$ cat config.mk
export PLATFORM = sky130hd
export DESIGN_NAME = qdl_port
export DESIGN_NICKNAME = d
export VERILOG_FILES = /design/src/pkg/qdl_pkg.sv /design/src/logic/qdl_chan_mem.sv /design/src/logic/qdl_port.sv
export VERILOG_INCLUDE_DIRS = /design/src /design/src/pkg
export SDC_FILE = /design/constraint.sdc
export NUM_CORES = 1
export LEC_CHECK = 0
export BUFFER_PORTS_ARGS = -buffer_cell sky130_fd_sc_hd__buf_2
export CAP_MARGIN = 20
export CORE_ASPECT_RATIO = 0.7
export CORE_MARGIN = 5
export CORE_UTILIZATION = 37
export CTS_CLUSTER_SIZE = 40
export DETAILED_ROUTE_END_ITERATION = 16
export GPL_TIMING_DRIVEN = 0
export PLACE_DENSITY = 0.53
export SYNTH_ARGS = -nofsm -noshare
export SYNTH_HDL_FRONTEND = slang
export SYNTH_HIERARCHICAL = 1
export SYNTH_SLANG_ARGS = --single-unit
$ cat constraint.sdc
create_clock -name sys_clk -period 10.85 [get_ports sys_clk]
set_input_delay 2.17 -clock sys_clk [delete_from_list [all_inputs] [get_ports sys_clk]]
set_output_delay 2.17 -clock sys_clk [all_outputs]
set_load 0.03 [all_outputs]
$ cat src/pkg/qdl_cfg.svh
// Contract
// - shift register is enabled only while active-low frame select is low
// - serial data sampled only on falling serial clock edges after frame select falls
// - 24-bit input shift register, one bit per falling serial clock edge
// - completed frame acts only after the 24th falling edge; addressed channel updates (code updates only its pending value unless word bit 20 is set)
// - frame select rising before the 24th edge aborts; partial word discarded
// - active-high reset forces all channels to zero-scale or mid-scale by select
// - data is straight binary when select low, two's complement when high
// - serial port is ignored unless active-low interface enable is low
// - rising edge of load strobe transfers pending values to all channels at once
`ifndef QDL_CFG_SVH
`define QDL_CFG_SVH
`define QDL_FRAME_BITS   24
`define QDL_CNT_W        5
`define QDL_CNT_LAST     5'h17
`define QDL_DATA_W       16
`define QDL_CHAN_N       4
`define QDL_CHAN_W       2
`define QDL_ADDR_MSB     18
`define QDL_ADDR_LSB     17
`define QDL_LOAD_BIT     20
`define QDL_DATA_MSB     15
`define QDL_ZERO_BIN     16'h0000
`define QDL_MID_BIN      16'h8000
`define QDL_ZERO_TWOS    16'h8000
`define QDL_MID_TWOS     16'h0000
`define QDL_INIT_CNT     2'h3
`endif

$ cat src/pkg/qdl_pkg.sv
package qdl_pkg;
    typedef enum logic [0:0] {
        QDL_IDLE  = 1'b0,
        QDL_SHIFT = 1'b1
    } qdl_state_t;

    typedef struct packed {
        logic sclk;
        logic sync_n;
        logic din;
        logic enable_n;
        logic load;
    } qdl_pins_t;

    typedef struct packed {
        logic        commit;
        logic        load_now;
        logic [1:0]  chan;
        logic [15:0] data;
    } qdl_word_t;
endpackage : qdl_pkg

$ cat src/logic/qdl_chan_mem.sv
`timescale 1ns/1ps
`include "qdl_cfg.svh"
module qdl_chan_mem #(
    parameter int DW = `QDL_DATA_W,
    parameter int N  = `QDL_CHAN_N
) (
    // clock and reset
    input  wire logic                  sys_clk,
    input  wire logic                  rst,
    input  wire logic                  reset_scale_select,
    // pending write
    input  wire logic                  wr_en,
    input  wire logic [$clog2(N)-1:0]  wr_chan,
    input  wire logic [DW-1:0]         wr_data,
    input  wire logic                  wr_load_now,
    // load all
    input  wire logic                  load_all,
    // outputs
    output logic      [N*DW-1:0]       chan_q
);
    typedef struct packed {
        logic [N*DW-1:0] pend;
        logic [N*DW-1:0] act;
        logic [1:0]      init;
    } qdl_mem_state_t;

    qdl_mem_state_t s_q;
    qdl_mem_state_t s_d;

    // reset scale per select pin; binary offset view of both codings
    function automatic logic [DW-1:0] reset_code(input logic sel);
        reset_code = sel ? DW'(`QDL_MID_BIN) : DW'(`QDL_ZERO_BIN);
    endfunction : reset_code

    // two's complement input is turned to offset binary
    function automatic logic [DW-1:0] to_bin(input logic sel, input logic [DW-1:0] v);
        to_bin = sel ? {~v[DW-1], v[DW-2:0]} : v;
    endfunction : to_bin

    always_comb begin
        s_d = s_q;
        // reset code is reapplied until the select synchroniser has settled
        if (s_q.init != 2'h0) begin
            s_d.init = s_q.init - 2'h1;
            for (int i = 0; i < N; i++) begin
                s_d.pend[i*DW +: DW] = reset_code(reset_scale_select);
                s_d.act[i*DW +: DW]  = reset_code(reset_scale_select);
            end
        end else begin
            if (wr_en) begin
                s_d.pend[wr_chan*DW +: DW] = to_bin(reset_scale_select, wr_data);
                if (wr_load_now) begin
                    s_d.act[wr_chan*DW +: DW] = to_bin(reset_scale_select, wr_data);
                end
            end
            if (load_all) begin
                s_d.act = s_d.pend;
            end
        end
    end

    always_ff @(posedge sys_clk or posedge rst) begin
        if (rst) begin
            s_q <= '{pend: '0, act: '0, init: `QDL_INIT_CNT};
        end else begin
            s_q <= s_d;
        end
    end

    assign chan_q = s_q.act;
endmodule : qdl_chan_mem

$ cat src/logic/qdl_port.sv
`timescale 1ns/1ps
`include "qdl_cfg.svh"
module qdl_port #(
    parameter int DW = `QDL_DATA_W,
    parameter int N  = `QDL_CHAN_N
) (
    // clock and reset
    input  wire logic             sys_clk,
    input  wire logic             rst,
    // serial pins
    input  wire logic             sclk,
    input  wire logic             sync_n,
    input  wire logic             din,
    input  wire logic             enable_n,
    input  wire logic             load_all_channels,
    input  wire logic             reset_scale_select,
    // channel values, offset binary
    output logic      [N*DW-1:0]  chan_value,
    output logic                  frame_done,
    output logic                  frame_abort
);
    typedef struct packed {
        qdl_pkg::qdl_pins_t      m1;
        qdl_pkg::qdl_pins_t      m2;
        qdl_pkg::qdl_pins_t      prev;
        logic                    sel1;
        logic                    sel2;
        qdl_pkg::qdl_state_t     st;
        logic [`QDL_CNT_W-1:0]   cnt;
        logic [23:0]             shreg;
        qdl_pkg::qdl_word_t      word;
        logic                    done;
        logic                    abort;
        logic                    ld;
    } qdl_port_state_t;

    qdl_port_state_t s_q;
    qdl_port_state_t s_d;
    qdl_pkg::qdl_pins_t pins_in;

    assign pins_in = '{sclk: sclk, sync_n: sync_n, din: din,
                       enable_n: enable_n, load: load_all_channels};

    function automatic logic fell(input logic prev, input logic now);
        fell = prev & ~now;
    endfunction : fell

    always_comb begin
        s_d = s_q;
        s_d.m1 = pins_in;
        s_d.m2 = s_q.m1;
        s_d.prev = s_q.m2;
        s_d.sel1 = reset_scale_select;
        s_d.sel2 = s_q.sel1;
        s_d.word.commit = 1'b0;
        s_d.done = 1'b0;
        s_d.abort = 1'b0;
        s_d.ld = ~s_q.prev.load & s_q.m2.load;
        unique case (s_q.st)
            qdl_pkg::QDL_IDLE: begin
                if (fell(s_q.prev.sync_n, s_q.m2.sync_n) && !s_q.m2.enable_n) begin
                    s_d.st  = qdl_pkg::QDL_SHIFT;
                    s_d.cnt = '0;
                end
            end
            qdl_pkg::QDL_SHIFT: begin
                if (s_q.m2.sync_n || s_q.m2.enable_n) begin
                    s_d.st    = qdl_pkg::QDL_IDLE;
                    s_d.abort = 1'b1;
                end else if (fell(s_q.prev.sclk, s_q.m2.sclk)) begin
                    s_d.shreg = {s_q.shreg[22:0], s_q.m2.din};
                    s_d.cnt   = s_q.cnt + `QDL_CNT_W'(1);
                    if (s_q.cnt == `QDL_CNT_LAST) begin
                        s_d.st = qdl_pkg::QDL_IDLE;
                        s_d.done = 1'b1;
                        s_d.word.commit = 1'b1;
                        s_d.word.load_now = s_q.shreg[`QDL_LOAD_BIT - 1];
                        s_d.word.chan = s_q.shreg[`QDL_ADDR_MSB-1:`QDL_ADDR_LSB-1];
                        s_d.word.data = {s_q.shreg[`QDL_DATA_MSB-1:0], s_q.m2.din};
                    end
                end
            end
        endcase
    end

    always_ff @(posedge sys_clk or posedge rst) begin
        if (rst) begin
            s_q <= '{m1: 5'h1e, m2: 5'h1e, prev: 5'h1e, st: qdl_pkg::QDL_IDLE,
                     default: '0};
        end else begin
            s_q <= s_d;
        end
    end

    qdl_chan_mem #(.DW(DW), .N(N)) u_mem (
        .sys_clk            (sys_clk),
        .rst                (rst),
        .reset_scale_select (s_q.sel2),
        .wr_en              (s_q.word.commit),
        .wr_chan            (s_q.word.chan),
        .wr_data            (s_q.word.data[DW-1:0]),
        .wr_load_now        (s_q.word.load_now),
        .load_all           (s_q.ld),
        .chan_q             (chan_value)
    );

    assign frame_done  = s_q.done;
    assign frame_abort = s_q.abort;
endmodule : qdl_port

# [Yosys cells after proc, flatten, opt, wreduce, memory -nomap -nowiden]
# Index checks and enable logic that the tools add are counted.
[classes] add_sub_neg=3 n_eq_ne=4 shift=2 muxes=17 bitwise_logic=9 reduce_logical=10
[ops] cell="$mux 128" n=2
[ops] cell="$bwmux 64" n=2
[ops] cell="$mux 64" n=2
[ops] cell="$shift 16x34->64 const A" n=1
[ops] cell="$shiftx 16x34->64" n=1
[ops] cell="$mux 51" n=1
[ops] cell="$mux 50" n=1
[ops] cell="$neg 6->34" n=1
[ops] cell="$mux 16" n=2
[ops] cell="$mux 22" n=1
[ops] cell="$mux 21" n=1
[ops] cell="$pmux 6 s2" n=1
[ops] cell="$mux 6" n=1
[ops] cell="$not 1->1" n=6
[ops] cell="$reduce_and 3->1" n=2
[ops] cell="$reduce_bool 3->1" n=2
[ops] cell="$add 5x1->5 const B" n=1
[ops] cell="$eq 5x5->1 const B" n=1
[ops] cell="$ne 2x2->1 const B" n=2
[ops] cell="$reduce_and 4->1" n=1
[ops] cell="$and 1x1->1" n=3
[ops] cell="$mux 1" n=3
[ops] cell="$ne 2x1->1 const B" n=1
[ops] cell="$reduce_and 2->1" n=1
[ops] cell="5 further kinds" n=5
[word_totals] register_bits=198 out_inout_bits=66 word_cells=73

# [Logic depth before layout (Yosys ltp)]
[logic_depth] depth_word=8 mapped_depth=8 depth_no_buf=6

# [Modules after synthesis]
# Netlist, hierarchy kept.
[modules_own_cells] mod="qdl_chan_mem" instances=1 cells_per_inst=620 area_per_inst_um2=6204.7
[modules_own_cells] mod="qdl_port" instances=1 cells_per_inst=141 area_per_inst_um2=2459.9

# [Least setup slack after synthesis]
# No wires, ideal clock.
[synth_timing] path_kind="register -> output" from="reg u_mem.s_q (netlist bit u_mem/chan_q[31])" to="out chan_value[31]" arrival_time_ns=0.512 t_required_ns=8.680 slack_ns=8.168 stages_incl_launch_ff=2 path_cell_list="dfrtp_1 -> buf_4"
[synth_rtl] item="from (decl)" line_no="qdl_chan_mem.sv:27" rtl="qdl_mem_state_t s_q;"
[synth_rtl] item="from (signal assigned)" line_no="qdl_chan_mem.sv:64" rtl="s_q <= '{pend: '0, act: '0, init: `QDL_INIT_CNT};"
[synth_rtl] item="to (decl)" line_no="qdl_port.sv:18" rtl="output logic [N*DW-1:0] chan_value,"
# No word-level cell between the ends.

# [Worst setup path after layout]
[layout_timing] from="reg u_mem.s_q (netlist bit u_mem/chan_q[62])" to="out chan_value[62]"
# No word-level cell between the ends.

==> flow_metrics.tcl <==
set metrics [dict create \
    outcome "complete, no violations" \
    fp-row-count 46 \
    synthFlopType "dfrtp_1" \
    drive_gt1_share_pct 31.2 \
    worstPathArrival_ps 1160 \
    netlist_area_um2 8660 \
    path_clk_slew_ps 70 \
    max_stage_delay_ps 410 \
    root_buffer "clkbuf_16" \
    rr_endpoint "u_mem/s_q[110]$_DFF_PP0_" \
    drc 0 \
    synth_edf_count 0 \
    slew_viol_final 0 \
    path_depth 2 \
    vdd_drop_max_mv 0.106 \
    cts_tree "built" \
    cts_resized 0 \
    maxCapViolations 0 \
    worstHoldPathType "reg -> reg" \
    pre_cts_ws_ps 7710 \
    start_kind "register" \
    setup_slack_ps 7520 \
    die_w_um 193 \
    final.setup_skew_ps 9.85 \
    synth_seq_cells 193 \
    dpl.hpwl_mm 14.4 \
    detail_route.wl_per_cell_um 18.1 \
    crit_chain "buf_4 > buf_2" \
    yosysWarnings 6 \
    vias 5952 \
    r2r-start "u_mem/s_q[0]$_DFFE_PP1P_" \
    finalPower_uw 1420 \
    synth_cells 761 \
    cts_hold_buffers 0 \
    hold_violations 0 \
    powerDensity_nw_per_um2 141 \
    via_per_inst 5.04 \
    synth_area_per_cell_um2 11.4 \
    drt-initial-drc-count 509 \
    htree_levels 4 \
    leakage_uw 0.00506 \
    grt_usage_pct 16.3 \
    final.setup.tns_ps 0 \
    crit_required_ps 8680 \
    synth_cell_types 49 \
    finalWeightedCongestion 0.808 \
    crit_type "reg -> out" \
    antenna_found_initial 0 \
    clockBufferDepth 2 \
    cp-startpoint "u_mem/chan_q[62]$_DFFE_PP0P_" \
    min_period_ps 3330 \
    synth_nets 776 \
    dr.pass1.iters 5 \
    grt_pass1_vias 5694 \
    grt_overflow 0 \
    fin_crit_sh_pct 30.7 \
    fin_nets 870 \
    path_max_fanout 2 \
    whs_ps 349 \
    dieArea_um2 26600 \
    num_antenna_cells 0 \
    yosysSeqAreaShare_pct 55.9 \
    io_pins 74 \
    rsz0062_at_grt "no" \
    fillers 2193 \
    fmax_mhz 300 \
    cts_setup_buffers 0 \
    crit_buf_inv 2 \
    cp_top_family "flip-flops" \
    syn2layout_area_growth_pct 16.4 \
    cts_buffers 17 \
    maxSlewHeadroom_pct 52.8 \
    start_util_pct 37.9 \
    port_buffers 73 \
    grt_pass1_wl_mm 33.6 \
    cpMaxStageDelayCell "dfrtp_1" \
    critPathCaptureType "output pin" \
    ant_nets 0 \
    core-area_um2 22800 \
    setup.worst_path.end "chan_value[62]" \
    r2r_cells 7 \
    clock_latency_ps 440 \
    async_flop_share_pct 100 \
    clock_sinks 193 \
    regToRegSetupSlack_ps 8550 \
    wl_mm 21.3 \
    die_height_um 138 \
    max_slew.worst_pin.slew_ps 707 \
    grt_max_degree 70 \
    finalSetupViolCount 0 \
]
worst reg2reg max path, cell delays in order (launching register included):
cell	delay (ps)
dfstp_2	540
inv_1	40
ha_1	260
buf_2	240
inv_2	200
buf_2	310
buf_1	460
nor2_1	110
registers in the layout, summed over array words and instances (netlist names):
register	count
frame_done	1
s_d	11
s_q	50
u_mem/chan_q	64
frame_abort	1
u_mem/s_q	66
per-stage QoR:
step / cell area (um2) / std cells / utilization [%]
detailed placement: 9470 / 1148 / 41.5
floorplan: 8660 / 761 / -
global placement: 9420 / 1146 / 41.2
finish: 10100 / 1180 / 44.1
global route: 10100 / 1180 / 44.1
CTS: 10100 / 1180 / 44.1
kinds of logic (layout without fill, tap and decap cells):
family	count (synthesis)	count (layout)	share of synthesized area, %
and+or+nand+nor	167	167	9.27
DFF	193	193	55.9
AOI/OAI and AO/OA	212	212	16.7
muxes	41	41	6.92
adders and majority gates	7	7	1.01
buffers and inverters	139	246	9.95
xor gates and xnor gates	2	2	0.202
cell usage in the layout (no fill, tap or decap), types with 3 or more instances in the layout:
| cell | n |
|---|---|
| dfrtp_1 | 181 |
| dfstp_2 | 12 |
| o21ai_0 | 35 |
| buf_6 | 7 |
| mux2_4 | 37 |
| nor2b_1 | 4 |
| a21oi_1 | 21 |
| ha_1 | 7 |
| nand2b_1 | 7 |
| o21ai_1 | 20 |
| buf_2 | 92 |
| inv_1 | 11 |
| and2_1 | 5 |
| buf_1 | 5 |
| buf_4 | 70 |
| and3_1 | 4 |
| a22o_1 | 16 |
| nand2_1 | 49 |
| clkinv_2 | 3 |
| clkbuf_16 | 17 |
| nand4_1 | 3 |
| nor2_1 | 75 |
| clkbuf_1 | 24 |
| clkbuf_8 | 6 |
| a22oi_1 | 106 |
| a32oi_1 | 4 |
| nand3_1 | 6 |
| mux2_2 | 3 |
| nand2_4 | 3 |
report_power, final:
part           switching (uW)  leakage (uW)  internal (uW)
clock                     276      0.000302            376
combinational            32.5       0.00211           10.4
sequential               3.87       0.00264            726
total                     312       0.00506           1110
area by class of cell:
type	count	area (um2)	area share, %
flip-flops and latches	193	4840	48.0
clock inverters	8	100	0.993
clock buffers	24	512	5.07
repair buffers	75	413	4.09
plain buffers	125	810	8.03
inverters	14	57.6	0.571
multi-input cells	429	2960	29.3
well taps	312	390	3.87
layer usage:
layer | vias to the layer above | GRT usage, % | routed length (um)
met5 | - | 0 | 0
met4 | 0 | 4.17 | 291
met3 | 21 | 3.70 | 880
met2 | 128 | 22.5 | 9190
met1 | 3008 | 25.6 | 11000
li1 | 2795 | - | -
Yosys cell counts (all sizes together) (2+ instances only):
cell / instances / area (um2)
a22o: 16 / 140
and3: 4 / 25.0
nand4: 3 / 18.8
o221ai: 2 / 17.5
nor2b: 4 / 25.0
ha: 7 / 87.6
nand2: 53 / 224
nor3b: 2 / 31.3
nor3: 2 / 32.5
o21ai: 55 / 275
nor2: 75 / 282
a21oi: 21 / 105
inv: 14 / 52.6
dfrtp: 181 / 4530
a22oi: 107 / 808
nand3: 7 / 47.6
dfstp: 12 / 315
a31oi: 2 / 27.5
buf: 101 / 718
a32oi: 4 / 35.0
and2: 6 / 37.5
mux2: 40 / 589
a41oi: 2 / 17.5
nand2b: 7 / 43.8
clkbuf: 24 / 91.3
how the worst min path moves through the flow:
stage,startpoint,to,slack (ps),cells past startpoint
2_1_floorplan,s_d[60]$_DFF_PP0_,s_d[55]$_DFF_PP0_,330,0
3_3_place_gp,s_d[60]$_DFF_PP0_,s_d[55]$_DFF_PP0_,340,0
3_5_place_dp,s_d[60]$_DFF_PP0_,s_d[55]$_DFF_PP0_,330,0
4_1_cts,s_d[60]$_DFF_PP0_,s_d[55]$_DFF_PP0_,350,0
5_1_grt,s_d[60]$_DFF_PP0_,s_d[55]$_DFF_PP0_,360,0
6_report,s_d[60]$_DFF_PP0_,s_d[55]$_DFF_PP0_,350,0
(Power assumes the default switching activity.)
